### src/rtl/srw_pkg.sv
// Constants for the supervisor reset and watchdog block
package srw_pkg;
   localparam int unsigned CLK_HZ = 100_000_000;
   localparam int unsigned CLK_NS = 10;
   localparam int unsigned RESET_HOLD_MS = 200;
   localparam int unsigned WD_DEFAULT_MS = 1600;
   localparam int unsigned WD_PER_NF_US = 2100;
   localparam int unsigned MR_DELAY_US = 4;
   localparam int unsigned MR_CLEAR_US = 15;
   localparam int unsigned CE_HOLD_US = 15;
   localparam int unsigned WARN_PULSE_MS = 1;
   localparam int unsigned FAULT_LAG_NS = 70;
   localparam int unsigned KICK_PULSE_NS = 100;
   // Longest times round down, least times round up
   localparam int unsigned RESET_HOLD_CYC = RESET_HOLD_MS * (CLK_HZ / 1000);
   localparam longint unsigned WD_DEFAULT_CYC =
      64'(WD_DEFAULT_MS) * 64'(CLK_HZ / 1000);
   localparam int unsigned WD_PER_NF_CYC = WD_PER_NF_US * (CLK_HZ / 1000000);
   localparam int unsigned MR_DELAY_CYC = MR_DELAY_US * (CLK_HZ / 1000000);
   localparam int unsigned MR_CLEAR_CYC = MR_CLEAR_US * (CLK_HZ / 1000000);
   localparam int unsigned CE_HOLD_CYC = CE_HOLD_US * (CLK_HZ / 1000000);
   localparam int unsigned WARN_PULSE_CYC = WARN_PULSE_MS * (CLK_HZ / 1000);
   localparam int unsigned FAULT_LAG_CYC = (FAULT_LAG_NS + CLK_NS - 1) / CLK_NS;
   localparam int unsigned KICK_PULSE_CYC =
      (KICK_PULSE_NS + CLK_NS - 1) / CLK_NS;
   localparam int unsigned CNT_W = 32;
   localparam int unsigned CAP_W = 8;
   // Kick input levels from the three-level comparators
   localparam logic [1:0] KICK_LOW = 2'h0;
   localparam logic [1:0] KICK_HIGH = 2'h1;
   localparam logic [1:0] KICK_OPEN = 2'h2;
   typedef enum logic [1:0] {
      SRW_WD_IDLE,
      SRW_WD_RUN,
      SRW_WD_WARN
   } srw_wd_state_t;
endpackage

### src/rtl/srw_top.sv
// Supervisor: reset stretcher, watchdog and chip-enable gate
`timescale 1ns/1ns
module srw_top
   import srw_pkg::*;
#(
   parameter int unsigned P_RESET_HOLD_CYC = RESET_HOLD_CYC,
   parameter longint unsigned P_WD_DEFAULT_CYC = WD_DEFAULT_CYC,
   parameter int unsigned P_WD_PER_NF_CYC = WD_PER_NF_CYC,
   parameter int unsigned P_WARN_PULSE_CYC = WARN_PULSE_CYC
) (
   input wire logic i_clk,
   input wire logic i_reset,
   input wire logic i_supply_ok,
   input wire logic i_early_supply_warn_n_ok,
   input wire logic i_power_fail_sense_in,
   input wire logic i_manual_reset_n,
   input wire logic i_backup_select,
   input wire logic i_timeout_select_in,
   input wire logic [CAP_W-1:0] i_timing_cap_nf,
   input wire logic [1:0] i_watchdog_kick_in,
   input wire logic i_chip_enable_n,
   output logic o_reset_n,
   output logic o_power_fail_flag_n,
   output logic o_early_supply_warn_n,
   output logic o_watchdog_fault_n,
   output logic o_watchdog_warn_pulse_n,
   output logic o_chip_enable_out_n,
   output logic o_backup_active,
   output logic o_kick_bias_en
);
   // Three-stage synchronisers for all pin inputs except i_timing_cap_nf
   logic [2:0] sup_s_q, ll_s_q, pf_s_q, mr_s_q, bk_s_q, ts_s_q, ce_s_q;
   logic [1:0] kk0_s_q [3];
   logic sup_q, ll_q, pf_q, mr_q, bk_q, ts_q, ce_q;
   logic [1:0] kick_q;

   always_ff @(posedge i_clk or posedge i_reset) begin
      if (i_reset) begin
         sup_s_q <= 3'h0;
         ll_s_q <= 3'h0;
         pf_s_q <= 3'h7;
         mr_s_q <= 3'h7;
         bk_s_q <= 3'h0;
         ts_s_q <= 3'h7;
         ce_s_q <= 3'h7;
         kk0_s_q <= '{default: KICK_OPEN};
      end else begin
         sup_s_q <= {sup_s_q[1:0], i_supply_ok};
         ll_s_q <= {ll_s_q[1:0], i_early_supply_warn_n_ok};
         pf_s_q <= {pf_s_q[1:0], i_power_fail_sense_in};
         mr_s_q <= {mr_s_q[1:0], i_manual_reset_n};
         bk_s_q <= {bk_s_q[1:0], i_backup_select};
         ts_s_q <= {ts_s_q[1:0], i_timeout_select_in};
         ce_s_q <= {ce_s_q[1:0], i_chip_enable_n};
         kk0_s_q <= '{i_watchdog_kick_in, kk0_s_q[0], kk0_s_q[1]};
      end
   end

   // A level counts once stages two and three agree
   wire sup_agree = sup_s_q[1] == sup_s_q[2];
   wire ll_agree = ll_s_q[1] == ll_s_q[2];
   wire pf_agree = pf_s_q[1] == pf_s_q[2];
   wire mr_agree = mr_s_q[1] == mr_s_q[2];
   wire bk_agree = bk_s_q[1] == bk_s_q[2];
   wire ts_agree = ts_s_q[1] == ts_s_q[2];
   wire ce_agree = ce_s_q[1] == ce_s_q[2];
   wire kk_agree = kk0_s_q[1] == kk0_s_q[2];

   always_ff @(posedge i_clk or posedge i_reset) begin
      if (i_reset) begin
         sup_q <= 1'b0;
         ll_q <= 1'b0;
         pf_q <= 1'b1;
         mr_q <= 1'b1;
         bk_q <= 1'b0;
         ts_q <= 1'b1;
         ce_q <= 1'b1;
         kick_q <= KICK_OPEN;
      end else begin
         if (sup_agree) sup_q <= sup_s_q[2];
         if (ll_agree) ll_q <= ll_s_q[2];
         if (pf_agree) pf_q <= pf_s_q[2];
         if (mr_agree) mr_q <= mr_s_q[2];
         if (bk_agree) bk_q <= bk_s_q[2];
         if (ts_agree) ts_q <= ts_s_q[2];
         if (ce_agree) ce_q <= ce_s_q[2];
         if (kk_agree) kick_q <= kk0_s_q[2];
      end
   end

   // Manual reset: assertion delay and long-pulse detection
   logic [CNT_W-1:0] mr_low_cnt_q, mr_low_cnt_d;
   logic mr_active_q, mr_clear_q;
   wire mr_low = ~mr_q;
   assign mr_low_cnt_d = mr_low ? ((mr_low_cnt_q == '1) ? mr_low_cnt_q
                                   : mr_low_cnt_q + 1'b1) : '0;
   // Once asserted after the delay, reset stays asserted for the rest of the low phase
   wire mr_active_d = mr_low && (mr_low_cnt_q >= CNT_W'(MR_DELAY_CYC - 1));

   always_ff @(posedge i_clk or posedge i_reset) begin
      if (i_reset) begin
         mr_low_cnt_q <= '0;
         mr_active_q <= 1'b0;
         mr_clear_q <= 1'b0;
      end else begin
         mr_low_cnt_q <= mr_low_cnt_d;
         mr_active_q <= mr_active_d;
         // Long pulse clears counters; held until the button is released
         if (mr_low && mr_low_cnt_q >= CNT_W'(MR_CLEAR_CYC - 1))
            mr_clear_q <= 1'b1;
         else if (!mr_low)
            mr_clear_q <= 1'b0;
      end
   end

   // Reset stretcher; battery switchover plays no part here
   wire rst_cause = !sup_q || mr_active_q;
   logic [CNT_W-1:0] rst_cnt_q;
   logic rst_n_q;
   wire rst_done = rst_cnt_q >= CNT_W'(P_RESET_HOLD_CYC - 1);

   always_ff @(posedge i_clk or posedge i_reset) begin
      if (i_reset) begin
         rst_cnt_q <= '0;
         rst_n_q <= 1'b0;
      end else if (rst_cause) begin
         rst_cnt_q <= '0;
         rst_n_q <= 1'b0;
      end else if (!rst_n_q) begin
         rst_cnt_q <= rst_done ? rst_cnt_q : rst_cnt_q + 1'b1;
         rst_n_q <= rst_done;
      end
   end
   assign o_reset_n = rst_n_q;

   // Comparator outputs; power-fail is independent of all else
   logic pf_n_q, ll_n_q, bk_on_q;
   always_ff @(posedge i_clk or posedge i_reset) begin
      if (i_reset) begin
         pf_n_q <= 1'b1;
         ll_n_q <= 1'b0;
         bk_on_q <= 1'b0;
      end else begin
         pf_n_q <= pf_q;
         ll_n_q <= ll_q;
         bk_on_q <= bk_q;
      end
   end
   assign o_power_fail_flag_n = pf_n_q;
   assign o_early_supply_warn_n = ll_n_q;
   assign o_backup_active = bk_on_q;
   // Bias released under low supply, so the input floats
   assign o_kick_bias_en = sup_q;

   // Watchdog
   logic [1:0] kick_prev_q;
   wire kick_open = kick_q == KICK_OPEN;
   wire kick_change = kick_q != kick_prev_q;
   // Any change to a level other than open counts, with no pulse-width check
   wire kick_event = !kick_open && kick_change;
   wire wd_off = !sup_q || bk_q || kick_open || !rst_n_q || mr_clear_q;
   wire [CNT_W-1:0] cap_period = CNT_W'(i_timing_cap_nf) *
      CNT_W'(P_WD_PER_NF_CYC);
   wire [CNT_W-1:0] wd_period = ts_q ? CNT_W'(P_WD_DEFAULT_CYC)
      : cap_period;
   srw_wd_state_t wd_state_q, wd_state_d;
   logic [CNT_W-1:0] wd_cnt_q, wd_cnt_d, warn_cnt_q, lag_cnt_q;
   logic fault_n_q, warn_n_q, lag_run_q;
   wire wd_expire = wd_cnt_q >= wd_period - 1'b1;
   wire wd_running = wd_state_q == SRW_WD_RUN;
   wire wd_warning = wd_state_q == SRW_WD_WARN;
   // A kick in the expiry cycle wins, so no pulse follows it
   wire wd_fire = wd_running && wd_expire && !kick_event;
   wire warn_done = warn_cnt_q >= CNT_W'(P_WARN_PULSE_CYC - 1);
   wire lag_done = lag_cnt_q >= CNT_W'(FAULT_LAG_CYC - 1);

   always_ff @(posedge i_clk or posedge i_reset) begin
      if (i_reset) begin
         kick_prev_q <= KICK_OPEN;
      end else begin
         kick_prev_q <= kick_q;
      end
   end

   // Period counter keeps running through the warning pulse
   always_comb begin
      wd_state_d = wd_state_q;
      wd_cnt_d = wd_cnt_q + 1'b1;
      case (wd_state_q)
         SRW_WD_IDLE: begin
            wd_cnt_d = '0;
            wd_state_d = SRW_WD_RUN;
         end
         SRW_WD_RUN: begin
            if (kick_event || wd_expire) wd_cnt_d = '0;
            if (wd_fire) wd_state_d = SRW_WD_WARN;
         end
         SRW_WD_WARN: begin
            if (kick_event) wd_cnt_d = '0;
            if (warn_done) wd_state_d = SRW_WD_RUN;
         end
         default: begin
            wd_cnt_d = '0;
            wd_state_d = SRW_WD_IDLE;
         end
      endcase
   end

   always_ff @(posedge i_clk or posedge i_reset) begin
      if (i_reset) begin
         wd_state_q <= SRW_WD_IDLE;
         wd_cnt_q <= '0;
      end else if (wd_off) begin
         wd_state_q <= SRW_WD_IDLE;
         wd_cnt_q <= '0;
      end else begin
         wd_state_q <= wd_state_d;
         wd_cnt_q <= wd_cnt_d;
      end
   end

   always_ff @(posedge i_clk or posedge i_reset) begin
      if (i_reset) begin
         warn_cnt_q <= '0;
         warn_n_q <= 1'b1;
      end else if (wd_off) begin
         warn_cnt_q <= '0;
         warn_n_q <= 1'b1;
      end else if (wd_fire) begin
         warn_cnt_q <= '0;
         warn_n_q <= 1'b0;
      end else if (wd_warning) begin
         warn_cnt_q <= warn_cnt_q + 1'b1;
         if (warn_done) warn_n_q <= 1'b1;
      end
   end

   // Fault only follows the first expiry; a repeat leaves it low
   always_ff @(posedge i_clk or posedge i_reset) begin
      if (i_reset) begin
         lag_cnt_q <= '0;
         lag_run_q <= 1'b0;
         fault_n_q <= 1'b1;
      end else if (wd_off) begin
         lag_cnt_q <= '0;
         lag_run_q <= 1'b0;
         fault_n_q <= 1'b1;
      end else if (kick_event) begin
         lag_run_q <= 1'b0;
         fault_n_q <= 1'b1;
      end else if (wd_fire) begin
         lag_cnt_q <= '0;
         lag_run_q <= fault_n_q;
      end else if (lag_run_q) begin
         lag_cnt_q <= lag_cnt_q + 1'b1;
         if (lag_done) begin
            fault_n_q <= 1'b0;
            lag_run_q <= 1'b0;
         end
      end
   end
   assign o_watchdog_fault_n = fault_n_q;
   assign o_watchdog_warn_pulse_n = warn_n_q;

   // Chip-enable gate: open outside reset and for a short hold into it
   logic ce_hold_q;
   logic [CNT_W-1:0] ce_cnt_q;
   logic ce_out_n_q;
   // Fall taken on the edge that drops reset, so the gate never blinks
   wire rst_fall = rst_n_q && rst_cause;
   wire ce_hold_end = ce_q || ce_cnt_q >= CNT_W'(CE_HOLD_CYC - 1);

   always_ff @(posedge i_clk or posedge i_reset) begin
      if (i_reset) begin
         ce_hold_q <= 1'b0;
         ce_cnt_q <= '0;
         ce_out_n_q <= 1'b1;
      end else begin
         if (mr_clear_q) begin
            ce_hold_q <= 1'b0;
         end else if (rst_fall && !ce_q) begin
            ce_hold_q <= 1'b1;
            ce_cnt_q <= '0;
         end else if (ce_hold_q) begin
            ce_cnt_q <= ce_cnt_q + 1'b1;
            if (ce_hold_end) ce_hold_q <= 1'b0;
         end
         // Power-up reset keeps the path shut
         if (rst_n_q)
            ce_out_n_q <= ce_q;
         else
            ce_out_n_q <= !(ce_hold_q && !ce_q && !mr_clear_q);
      end
   end
   assign o_chip_enable_out_n = ce_out_n_q;

endmodule

### config.mk
export PLATFORM = sky130hd
export DESIGN_NAME = srw_top
export DESIGN_NICKNAME = d
export VERILOG_FILES = /design/src/rtl/srw_pkg.sv /design/src/rtl/srw_top.sv
export SDC_FILE = /design/constraint.sdc
export NUM_CORES = 1
export LEC_CHECK = 0
export BUFFER_PORTS_ARGS = -buffer_cell sky130_fd_sc_hd__buf_4
export CAP_MARGIN = 30
export CORE_ASPECT_RATIO = 2
export CORE_MARGIN = 8
export CORE_UTILIZATION = 55
export DETAILED_ROUTE_END_ITERATION = 10
export GPL_TIMING_DRIVEN = 0
export HOLD_SLACK_MARGIN = 0.02
export PLACE_DENSITY_LB_ADDON = 0.2
export SLEW_MARGIN = 20
export SYNTH_ARGS = -nofsm -noshare
export SYNTH_HDL_FRONTEND = slang
export SYNTH_SLANG_ARGS = --single-unit
export TNS_END_PERCENT = 50
### constraint.sdc
create_clock -name i_clk -period 18.3 [get_ports i_clk]
set_input_delay 1.83 -clock i_clk [delete_from_list [all_inputs] [get_ports i_clk]]
set_output_delay 1.83 -clock i_clk [all_outputs]
set_load 0.01 [all_outputs]
# After elaboration in Yosys (flattened, before gate mapping)
# Index checks and enable logic that the tools add are counted.
# W data, S select, Z words.
[word_totals] reg_bits=243 out_inout_bits=8 elab_cells=157
[classes] add_sub_neg=7 multipliers=1 n_lt_le_gt_ge=7 n_eq_ne=20 n_mux=46 bitwise=2 n_reduce_logical=37
[ops] operator="$mux W32" count=17
[ops] operator="$add A32 B1 Y32 const B" count=6
[ops] operator="$ge A32 B11 Y1 const B" count=2
[ops] operator="$pmux W32 S2" count=1
[ops] operator="$eq A32 B32 Y1 const B" count=1
[ops] operator="$ge A32 B17 Y1 const B" count=1
[ops] operator="$ge A32 B25 Y1 const B" count=1
[ops] operator="$ge A32 B3 Y1 const B" count=1
[ops] operator="$ge A32 B32 Y1" count=1
[ops] operator="$ge A32 B9 Y1 const B" count=1
[ops] operator="$sub A28 B1 Y29 const B" count=1
[ops] operator="$mux W28" count=1
[ops] operator="$mux W1" count=23
[ops] operator="$mul A8 B14 Y22 const B" count=1
[ops] operator="$reduce_bool A3 Y1" count=5
[ops] operator="$reduce_and A2 Y1" count=5
[ops] operator="$logic_and A1 B1 Y1" count=9
[ops] operator="$eq A1 B1 Y1" count=7
[ops] operator="$logic_not A1 Y1" count=7
[ops] operator="$logic_or A1 B1 Y1" count=7
[ops] operator="$mux W2" count=3
[ops] operator="$ne A2 B2 Y1 const B" count=3
[ops] operator="$ne A3 B2 Y1 const B" count=2
[ops] operator="$pmux W2 S3" count=1
[ops] operator="10 further kinds" count=13

# Logic depth before layout (Yosys ltp)
# Gate-level depths: netlist of run 1.
[logic_depth] ltp_word=9 depth_mapped=29 mapped_depth_nobuf=26

# Worst setup path after synthesis of run 1
# Ideal clock, no wire load.
[synth_timing] path_type="input to register" startpoint="input port i_timing_cap_nf[5]" endpoint="register lag_cnt_q[0]" setup_ns=0.132 arrival_ns=7.896 t_required_ns=18.168 slack_ns=10.272 path_stages=26 n_path_buf=2 path_cell_list="ha_1 xor2_1 ha_1 fa_1 inv_1 fa_1 inv_1 ha_1 buf_4 a21oi_1 and2_0 o221a_4 mux2i_2 nand3b_1 and4bb_1 nand3_2 or4_1 ha_1 nand4_1 or2_2 o31ai_1 a211oi_1 nand3b_1 nand2_1 clkbuf_1 nor2_1"
[synth_between] elab_chain_len=9 word_cells_on_any_way=11
[synth_lines] item="start, declared" line="srw_top.sv:19" rtl="input wire logic [CAP_W-1:0] i_timing_cap_nf,"
[synth_lines] item="$mul A8 B14 Y22 *" line="srw_top.sv:162" rtl="wire [CNT_W-1:0] cap_period = CNT_W'(i_timing_cap_nf) *"
[synth_lines] item="$mux W28 *" line="srw_top.sv:164" rtl="wire [CNT_W-1:0] wd_period = ts_q ? CNT_W'(P_WD_DEFAULT_CYC)"
[synth_lines] item="$sub A28 B1 Y29 *" line="srw_top.sv:169" rtl="wire wd_expire = wd_cnt_q >= wd_period - 1'b1;"
[synth_lines] item="$ge A32 B32 Y1 *" line="srw_top.sv:169"
[synth_lines] item="$logic_and A1 B1 Y1 * (2 in a row)" line="srw_top.sv:173" rtl="wire wd_fire = wd_running && wd_expire && !kick_event;"
[synth_lines] item="$mux W32" line="srw_top.sv:251" rtl="end else if (wd_fire) begin"
[synth_lines] item="$mux W32" line="srw_top.sv:248" rtl="end else if (kick_event) begin"
[synth_lines] item="$mux W32" line="srw_top.sv:244" rtl="end else if (wd_off) begin"
[synth_lines] item="end signal, assigned" line="srw_top.sv:255" rtl="lag_cnt_q <= lag_cnt_q + 1'b1;"
[synth_lines] item="end, declared" line="srw_top.sv:167" rtl="logic [CNT_W-1:0] wd_cnt_q, wd_cnt_d, warn_cnt_q, lag_cnt_q;"
# Every way passes the cells marked *; elsewhere a longest branch is shown, timed or not. The select of a mux whose other input is x is not followed.
# A chain may end at the register's enable or synchronous reset.

# Worst setup path after layout of run 1
[layout_timing] startpoint="input port i_timing_cap_nf[5]" endpoint="register lag_cnt_q[7]"
# The elaborated chain is that of the path after synthesis.

==> flow_summary.toml, run 1 <==
[outcome]
outcome = "completed"

[final_layout]
stdcell_area_um2 = 15760
antenna_cells = 0
final_layout_size_suffix_gt1_share_pct = 8.835
fin_nets = 1677
utilization_pct = 61.46
stdcell_count = 1902
syn2layout_area_growth_pct = 9.901
fillCellCount = 2227

[floorplanning]
die_w_um = 130.2
coreArea_um2 = 25650
start_util_pct = 55.92
dieArea_um2 = 31820
io-pin-count = 27
rows = 83
dieHeight_um = 244.4

[clock_network]
cts_made_buffers = 23
clock_path_buffers = 3
root_buffer = "clkbuf_16"
cts.sinks = 243
cts_resized = 0
hold_buffers = 0
tritoncts = "built"
htreeDepth = 1
clkLatencyLatePin_ps = 520
cts_setup_buffers = 0
clk_pin_slew_ps = 70

[placement]
gp_congestion = 0.8539
placed_cells = 1859
port_buffers = 26
placed_area_um2 = 15030
place_hpwl_um = 22080

[synth]
yosysUniqueCellTypes = 83
synth.yosys.seq_area_share_pct = 42.61
synth-seq-cells = 243
syn_area_um2 = 14340
synth_edf_count = 0
syn_inst = 1491
yosysWarnings = 0
yosys_most_used_dff = "dfrtp_1"
syn_area_per_cell_um2 = 9.620
synth_nets = 1623
synthArstFlopShare_pct = 100.0

[global_route]
track_usage_pct = 19.47
grt-ovfl-total = 0
grt_max_degree = 95
antenna_found_initial = 0
grt_pass1_vias = 11320
grt_pass1_wl_um = 51560

[critical_path]
worst_setup_path_end_kind = "register"
critical-path-max-stage-delay_ps = 530
cp-start-kind = "input pin"
arrival_ps = 9050
crit_fanout = 10
critical_path_class = "in2reg"
critPathMostFrequentCell = "ha_1"
cp.required_ps = 18680
critPathSlowestCell = "fa_1"

[routing]
routed_wl_um = 29740
vias = 10740
remaining_drc_errors = 0
viasPerCell = 5.645
wire_per_inst_um = 15.64
ant_nets = 0
drt_iter0_drc = 391
firstDrtPassIters = 4

[timing]
worst_pin_slew_ps = 680.6
post-route-period-util_pct = 47.36
setup_viol = 0
max_freq_ghz = 0.1154
tns_ps = 0
rsz0062_at_grt = "false"
min_period_ps = 8667
final_hold_viol_count = 0
fin_skew_ps = 20.25
slew_viol_final = 0
hold_ws_ps = 345.9
max-slew-margin-rel_pct = 54.25

[power_and_ir_drop]
swShare_pct = 29.51
clock_power_share_pct = 35.2
p_leak_nw = 7.066
seq_power_share_pct = 41.4
p_per_area_nw_per_um2 = 85.05
switching_power_w = 0.0003957
peakVddDrop_mv = 0.08257
comb_power_share_pct = 23.3
p_int_w = 0.0009450

[job]
cap_violations = 0

[hold_path]
hp-class = "reg2reg"
## layer usage
| metal | share of wire [%] | track usage, % | up-vias | wire length [µm] |
|---|---|---|---|---|
| met5 | 0 | 0 | - | 0 |
| met4 | 3.9 | 8.972 | 0 | 1172 |
| met3 | 2.4 | 2.180 | 77 | 700 |
| met2 | 55 | 37.34 | 129 | 16450 |
| met1 | 38 | 20.19 | 5276 | 11420 |
| li1 | - | - | 5254 | - |
## cells in the final DEF, fill, tap and decap left out, drive strengths merged, types with 9 or more instances in the layout
| cell | netlist | final |
|---|---|---|
| nand3 | 80 | 80 |
| mux2i | 9 | 9 |
| clkbuf | 26 | 58 |
| dfstp | 25 | 25 |
| nor4 | 26 | 26 |
| a21oi | 46 | 46 |
| nor2b | 13 | 13 |
| and4 | 15 | 15 |
| a21o | 23 | 23 |
| xnor2 | 67 | 67 |
| o21ai | 30 | 30 |
| buf | 17 | 45 |
| and3 | 47 | 47 |
| dfrtp | 218 | 218 |
| nor2 | 246 | 246 |
| fa | 15 | 15 |
| or3 | 15 | 15 |
| and2 | 20 | 20 |
| nand2 | 99 | 99 |
| nand4 | 51 | 51 |
| inv | 58 | 61 |
| nor3 | 22 | 22 |
| xor2 | 123 | 123 |
| nand2b | 12 | 12 |
| ha | 98 | 98 |
## final cells by class
| cell class | instances | area [µm²] | share of cell area, % |
|---|---|---|---|
| Tap cell | 340 | 425.4 | 2.699 |
| Buffer | 43 | 209.0 | 1.325 |
| Timing Repair Buffer | 29 | 255.2 | 1.619 |
| Clock buffer | 31 | 615.6 | 3.905 |
| Inverter | 58 | 225.2 | 1.429 |
| Clock inverter | 11 | 116.4 | 0.7382 |
| Sequential cell | 243 | 6112 | 38.77 |
| Multi-Input combinational cell | 1147 | 7805 | 49.51 |
## critical path, delay by kind of cell
family	cells	cell delay (ps)
xor gates and xnor gates	2	360
AOI/OAI and AO/OA	5	1280
and+or+nand+nor	9	2380
adders and majority gates	6	2350
buffers and inverters	5	830
## per-stage QoR
step	setup slack, ps	power (W)
2_1_floorplan	9838	0.0008086
3_3_place_gp	7269	0.0008685
3_5_place_dp	9128	0.0008770
4_1_cts	9642	0.001355
5_1_grt	9177	0.001415
6_report	9633	0.001341
## cell families (layout without fill, tap and decap cells)
kind of cell	count (synthesis)	count (layout)	synth area share [%]
DFF	243	243	42.61
xor gates and xnor gates	190	190	11.78
adders and majority gates	120	120	11.13
buffers and inverters	101	172	2.975
AOI/OAI and AO/OA	154	154	7.188
and+or+nand+nor	672	672	23.47
muxes	11	11	0.8374
## synth_stat cells, drive strengths merged, types with 3 or more instances
library cell / count / area (µm²)
o211ai: 5 / 37.54
and2: 20 / 127.6
nand3b: 4 / 30.03
nand2b: 12 / 75.07
maj3: 7 / 70.07
dfstp: 25 / 656.9
nor3: 22 / 141.4
and4: 15 / 136.4
o31ai: 4 / 30.03
mux2i: 9 / 93.84
and3: 47 / 295.3
a211oi: 6 / 45.04
o21a: 7 / 52.55
or3: 15 / 93.84
a31oi: 7 / 58.81
a41oi: 3 / 26.28
nand2: 99 / 379.1
a21oi: 46 / 230.2
or2: 4 / 25.03
buf: 17 / 111.4
inv: 58 / 217.7
a21o: 23 / 173.9
xnor2: 67 / 605.6
dfrtp: 218 / 5455
nor2b: 13 / 81.33
o21ai: 30 / 157.7
or4: 5 / 37.54
ha: 98 / 1226
xor2: 123 / 1085
nand3: 80 / 405.4
fa: 15 / 300.3
nor2: 246 / 923.4
clkbuf: 26 / 97.59
nor4: 26 / 168.9
nand4: 51 / 319.1
a311oi: 3 / 26.28
nand4b: 3 / 32.53
## worst paths after layout
| check | end | cells past startpoint | slack (ps) | startpoint |
|---|---|---|---|---|
| max in group asynchronous | o_power_fail_flag_n | 4 | 15750 | i_reset |
| min | sup_s_q[1] | 0 | 350 | sup_s_q[0] |
| min reg2reg | sup_s_q[1] | 0 | 350 | sup_s_q[0] |
| max reg2reg | lag_cnt_q[7] | 22 | 11940 | ts_q |
| max | lag_cnt_q[7] | 27 | 9630 | i_timing_cap_nf[5] |
| min in group asynchronous | lag_cnt_q[9] | 2 | 1360 | i_reset |
## power by group through the flow
stage | Clock (W) | Combinational, W | Sequential [W]
floorplan | 0 | 0.000245 | 0.000563
global placement | 0 | 0.000303 | 0.000565
detailed placement | 0 | 0.000312 | 0.000565
CTS | 0.000485 | 0.000314 | 0.000555
global route | 0.000505 | 0.000354 | 0.000556
finish | 0.000472 | 0.000313 | 0.000555
## sequential cells by signal (all words and copies together), names as in the netlist, 6 cells and up
signal	flops
warn_cnt_q	32
mr_low_cnt_q	32
wd_cnt_q	32
kk0_s_q	6
ce_cnt_q	32
lag_cnt_q	32
rst_cnt_q	32
No activity file was read; power rests on OpenSTA's default activity.
==> run 2, diff against run 1 <==
- ABC_AREA: not set -> 1
- clock period: 18.3 -> 8.3 ns (I/O delays scaled with it)
==> run 2 against run 1 <==
Net effect: global-route usage up 2.9 points; clock power up 150%; setup slack worse by 7800 ps; combinational power increased by 120%; critical endpoint is now lag_cnt_q[0]; largest cell class unchanged.
==> flow_summary.toml, run 2 <==
[outcome]
outcome = "completed"

[clock_network]
cts_made_buffers = 24
cts_setup_buffers = 0
tritoncts = "built"
cts_resized = 0
clk_pin_slew_ps = 60
hold_buffers = 0
cts.sinks = 243
clock_path_buffers = 3
root_buffer = "clkbuf_16"
htreeDepth = 1
clkLatencyLatePin_ps = 540

[timing]
slew_viol_final = 0
max_freq_ghz = 0.1557
max-slew-margin-rel_pct = 45.24
setup_viol = 0
post-route-period-util_pct = 77.40
min_period_ps = 6424
rsz0062_at_grt = "false"
final_hold_viol_count = 0
fin_skew_ps = 9.211
worst_pin_slew_ps = 815.1

[synth]
synth_xor_xnor_area_share_pct = 5.448
yosys_most_used_dff = "dfrtp_1"
synth.top_cells.by_area = "dfrtp_1, nand2_1, inv_1, ha_1, nor2_1"
yosysMostFrequentCell = "nand2_1"
syn_inst = 2312
syn_area_um2 = 17040
synth_edf_count = 0
synth_top_family_by_area = "simple AND/OR/NAND/NOR gates"
synth_nets = 2444
synth-adder-area-share_pct = 9.369
yosysUniqueCellTypes = 58
synth_largest_area_cell = "dfrtp_1"
synth.yosys.seq_area_share_pct = 35.87
yosysWarnings = 0
syn_area_per_cell_um2 = 7.371
synthMuxAreaShare_pct = 0
synthArstFlopShare_pct = 100.0
netlist.area_leader.share_pct = 32.01
yosys.area_share.simple_pct = 35.09
synth-seq-cells = 243
synth_compound_area_share_pct = 5.668
synth_common_cells = "nand2_1, inv_1, nor2_1"

[critical_path]
cp-start-kind = "input pin"
critPathMostFrequentCell = "nand2_1"
critPathSlowestCell = "fa_1"
rr_worst_depth = 21
arrival_ps = 6820
rr_startpoint = "ts_q"
cp.required_ps = 8700
critical_path_class = "in2reg"
critical-path-max-stage-delay_ps = 540
reg2reg_slack_ps = 3640
worst_r2r_endpoint = "lag_cnt_q[0]"
worst_setup_path_end_kind = "register"
crit_fanout = 10

[job]
cap_violations = 0

[power_and_ir_drop]
finalPower_w = 0.003075
p_per_area_nw_per_um2 = 165.3
p_leak_nw = 8.731
peakVddDrop_mv = 0.1819

[routing]
viasPerCell = 5.464
wire_per_inst_um = 14.64
firstDrtPassIters = 6
routed_wl_um = 40330
ant_nets = 0
vias = 15050
remaining_drc_errors = 0
drt_iter0_drc = 954

[global_route]
track_usage_pct = 22.34
grt_pass1_wl_um = 70210
grt_max_degree = 107
grt_pass1_vias = 14770
grt-ovfl-total = 0
antenna_found_initial = 0

[placement]
place_hpwl_um = 30570
port_buffers = 26
gp_congestion = 0.9490
placed_area_um2 = 17760

[final_layout]
fin_nets = 2498
layout_commonest_cell = "nand2_1"
syn2layout_area_growth_pct = 9.177
final_cell_mix = "nand2_1, inv_1, nor2_1, dfrtp_1, nand3_1"
stdcell_area_um2 = 18610
antenna_cells = 0
final_layout_size_suffix_gt1_share_pct = 8.603

[floorplanning]
io-pin-count = 27
die_w_um = 140.5
dieArea_um2 = 37210
start_util_pct = 55.64
dieHeight_um = 264.9
coreArea_um2 = 30630
rows = 91

[hold_path]
hp-class = "in2async"
run 2: changes by cell type in the layout (fill, tap and decap cells not counted), moves of 18 or more:
cell | previous run | this run
nand2_1 | 96 | 496
inv_1 | 57 | 326
nand3_1 | 79 | 172
nor2_1 | 246 | 314
nor3_1 | 17 | 75
o21ai_0 | 24 | 82
nand4_1 | 51 | 103
and3_1 | 46 | 1
xnor2_1 | 66 | 22
xor2_1 | 122 | 84
nor2_2 | 0 | 20
nor4_1 | 25 | 44
a21o_1 | 22 | 4
run 2: area by class of cell:
type / count / area (µm²)
buffer: 40 / 205.2
clock buffer: 31 / 688.2
clock inverter: 12 / 152.6
fill: 2780 / 12020
inverter: 334 / 1261
multi-input combinational: 1695 / 9470
sequential: 243 / 6112
tap: 372 / 465.4
timing repair buffer: 28 / 250.2
run 2: critical path, delay by kind of cell:
family / cells / cell delay [ps]
buf+inv: 4 / 620
simple gates: 17 / 2600
compound gates: 1 / 140
xor+xnor: 1 / 160
fa+ha+maj: 6 / 2450
run 2: worst max path at each step:
stage	start	endpoint	slack, ps	cells after the start
6_report	i_timing_cap_nf[5]	lag_cnt_q[0]	1880	29
5_1_grt	i_timing_cap_nf[5]	lag_cnt_q[29]	1230	29
4_1_cts	i_timing_cap_nf[5]	lag_cnt_q[0]	1880	29
3_5_place_dp	i_timing_cap_nf[5]	lag_cnt_q[29]	1350	29
3_3_place_gp	i_reset	wd_cnt_q[3]	-1880	2
2_1_floorplan	i_reset	bk_q	840	1
run 2: kinds of logic (layout without fill, tap and decap cells):
group / Yosys count / after routing
flip-flops: 243 / 243
adder cells (fa/ha/maj): 120 / 120
AND/OR/NAND/NOR: 1299 / 1299
buffers and inverters: 374 / 445
XOR/XNOR: 106 / 106
AO/OA/AOI/OAI: 170 / 170
run 2: per-layer routing:
| layer | track usage (%) | routed length, µm | vias to the layer above |
|---|---|---|---|
| met5 | 0 | 0 | - |
| met4 | 7.039 | 1036 | 0 |
| met3 | 1.802 | 1576 | 56 |
| met2 | 37.47 | 18980 | 317 |
| met1 | 30.11 | 18740 | 7032 |
| li1 | - | - | 7648 |
run 2: through the flow:
stage               utilization (%)  setup slack [ps]  setup TNS, ps  std cells  hold WS, ps
floorplan                         -             838.2              0       2312        331.2
global placement              57.80             -1878        -402670       2710        332.5
detailed placement            58.00              1350              0       2712        342.5
CTS                           60.75              1879              0       2755        312.3
global route                  60.75              1234              0       2755        349.5
finish                        60.75              1876              0       2755        313.9
run 2: where the power goes:
part           switching, W  internal, W
Sequential        0.0000156      0.00121
Combinational      0.000456     0.000235
Clock              0.000477     0.000680
Total              0.000949      0.00213
==> run 3, diff against run 2 <==
- clock period: 8.3 -> 6.7 ns (I/O delays scaled with it)
==> run 3 against run 2 <==
Net effect: count of clock-buffer cells in the layout down 4; hold slack got worse by 160 ps; global-route usage down 0.38 points; routed wire length decreased by 1.4%; critical path type unchanged; largest cell class unchanged; largest power group unchanged.
==> flow_summary.toml, run 3 (synthesis results as in run 2) <==
[clock_network]
cts.sinks = 243
cts_resized = 0
clkLatencyLatePin_ps = 530
hold_buffers = 0
tritoncts = "built"
clock_path_buffers = 3
htreeDepth = 1
root_buffer = "clkbuf_16"
cts_setup_buffers = 0
cts_made_buffers = 23
clk_pin_slew_ps = 70

[critical_path]
arrival_ps = 6530
crit_fanout = 10
crit_buf_inv = 5
critPathMostFrequentCell = "nand2_1"
rr_startpoint = "ts_q"
rr_worst_depth = 22
critical-path-max-stage-delay_ps = 550
cp.required_ps = 7090
reg2reg_slack_ps = 2180
critPathTopFamily = "adder cells"
worst_setup_path_end_kind = "register"
worst_r2r_endpoint = "lag_cnt_q[8]"
critical_path_class = "in2reg"
critPathSlowestCell = "fa_1"
cp-start-kind = "input pin"

[floorplanning]
coreArea_um2 = 30630
die_w_um = 140.5
io-pin-count = 27
dieHeight_um = 264.9
start_util_pct = 55.64
dieArea_um2 = 37210
rows = 91

[timing]
hold_ws_ps = 157.0
fin_skew_ps = 18.11
final_hold_viol_count = 0
max_freq_ghz = 0.1630
slew_viol_final = 0
tns_ps = 0
setup_slack_ps = 566.1
worst_pin_slew_ps = 560.7
max-slew-margin-rel_pct = 62.28
min_period_ps = 6134
setup_viol = 0
rsz0062_at_grt = "false"
post-route-period-util_pct = 91.55

[final_layout]
fillCellCount = 2822
antenna_cells = 0
final_cell_mix = "nand2_1, inv_1, nor2_1, dfrtp_1, nand3_1"
final_layout_size_suffix_gt1_share_pct = 8.843
fin_nets = 2502
layout_commonest_cell = "nand2_1"
multi_input_area_um2 = 9482
syn2layout_area_growth_pct = 9.787
seq_area_um2 = 6112

[power_and_ir_drop]
swShare_pct = 30.35
p_int_w = 0.002681
peakVddDrop_mv = 0.2151
seq_power_share_pct = 39.4
clock_power_share_pct = 38.3
p_per_area_nw_per_um2 = 205.8
comb_power_share_pct = 22.3
finalPower_w = 0.003850
switching_power_w = 0.001169
p_leak_nw = 8.762

[routing]
viasPerCell = 5.470
wire_per_inst_um = 14.42
vias = 15090
routed_wl_um = 39780
ant_nets = 0
remaining_drc_errors = 0
drt_iter0_drc = 947
firstDrtPassIters = 6

[placement]
pre_cts_ws_ps = -87.67
place_hpwl_um = 30760
port_buffers = 26
gp_congestion = 0.9434

[global_route]
track_usage_pct = 21.96
grt_pass1_wl_um = 69100
grt_max_degree = 35
grt-ovfl-total = 0
antenna_found_initial = 0
grt_pass1_vias = 14530

[job]
cap_violations = 0

[outcome]
outcome = "completed"

[hold_path]
hp-class = "in2async"
## run 3: cell count changes in the layout (fill, tap and decap cells not counted), moves of 3 or more
cell        delta
bufinv_16      +3
buf_12         +7
clkinv_2       -3
clkinvlp_4     +3
## run 3: worst register-to-register path, cell delays in order, from the launching register on
cell and delay [ps]:
dfstp_2 650, inv_2 120, buf_6 170, buf_2 200, nand2_1 80, ha_1 210
nand3_2 150, nor3_4 270, nand3_1 160, nor2_1 150, nand4_1 210, ha_1 380
nand2_1 70, nor2_1 140, nand4_1 140, nor4_2 170, nand2_1 140, nand2_1 140
nand2_1 150, buf_2 230, buf_2 220, nand4_1 100, o21ai_0 100
## run 3: how the worst max path moves through the flow
stage | from | to | slack, ps | cells after the start
2_1_floorplan | i_timing_cap_nf[5] | lag_cnt_q[26] | 1200 | 30
3_3_place_gp | i_timing_cap_nf[5] | lag_cnt_q[7] | -20 | 29
3_5_place_dp | i_timing_cap_nf[5] | lag_cnt_q[5] | -90 | 29
4_1_cts | i_timing_cap_nf[5] | lag_cnt_q[27] | 430 | 29
5_1_grt | i_timing_cap_nf[5] | warn_cnt_q[12] | 90 | 29
6_report | i_timing_cap_nf[5] | lag_cnt_q[8] | 570 | 30
## run 3: per-stage QoR
| step | util (%) | cells | cell area [µm²] |
|---|---|---|---|
| final | 61.09 | 2758 | 18710 |
| after global routing | 61.09 | 2758 | 18710 |
| after CTS | 61.03 | 2758 | 18690 |
| after detailed placement | 58.27 | 2717 | 17850 |
| after global placement | 57.81 | 2710 | 17710 |
| after floorplan | - | 2312 | 17050 |
## run 3: cell type report
class	instances	area share (%)
timing repair buffer	33	1.792
buffer	40	1.130
clock buffer	27	3.264
tap	372	2.488
inverter	334	6.721
clock inverter	14	1.257
sequential	243	32.67
multi-input combinational	1695	50.68
## run 3: metal layers
layer / vias to the layer above / GRT usage, % / wire, µm
met2: 344 / 36.52 / 18550
met5: - / 0 / 0
met4: 0 / 6.367 / 956
li1: 7665 / - / -
met3: 62 / 2.162 / 1711
met1: 7014 / 29.83 / 18560
## run 3: power groups by stage
stage / registers (W) / logic (W) / clock network (W)
floorplan: 0.00154 / 0.000649 / 0
CTS: 0.00152 / 0.000858 / 0.00151
detailed placement: 0.00155 / 0.000852 / 0
global placement: 0.00155 / 0.000825 / 0
finish: 0.00152 / 0.000857 / 0.00147
global route: 0.00152 / 0.000994 / 0.00156
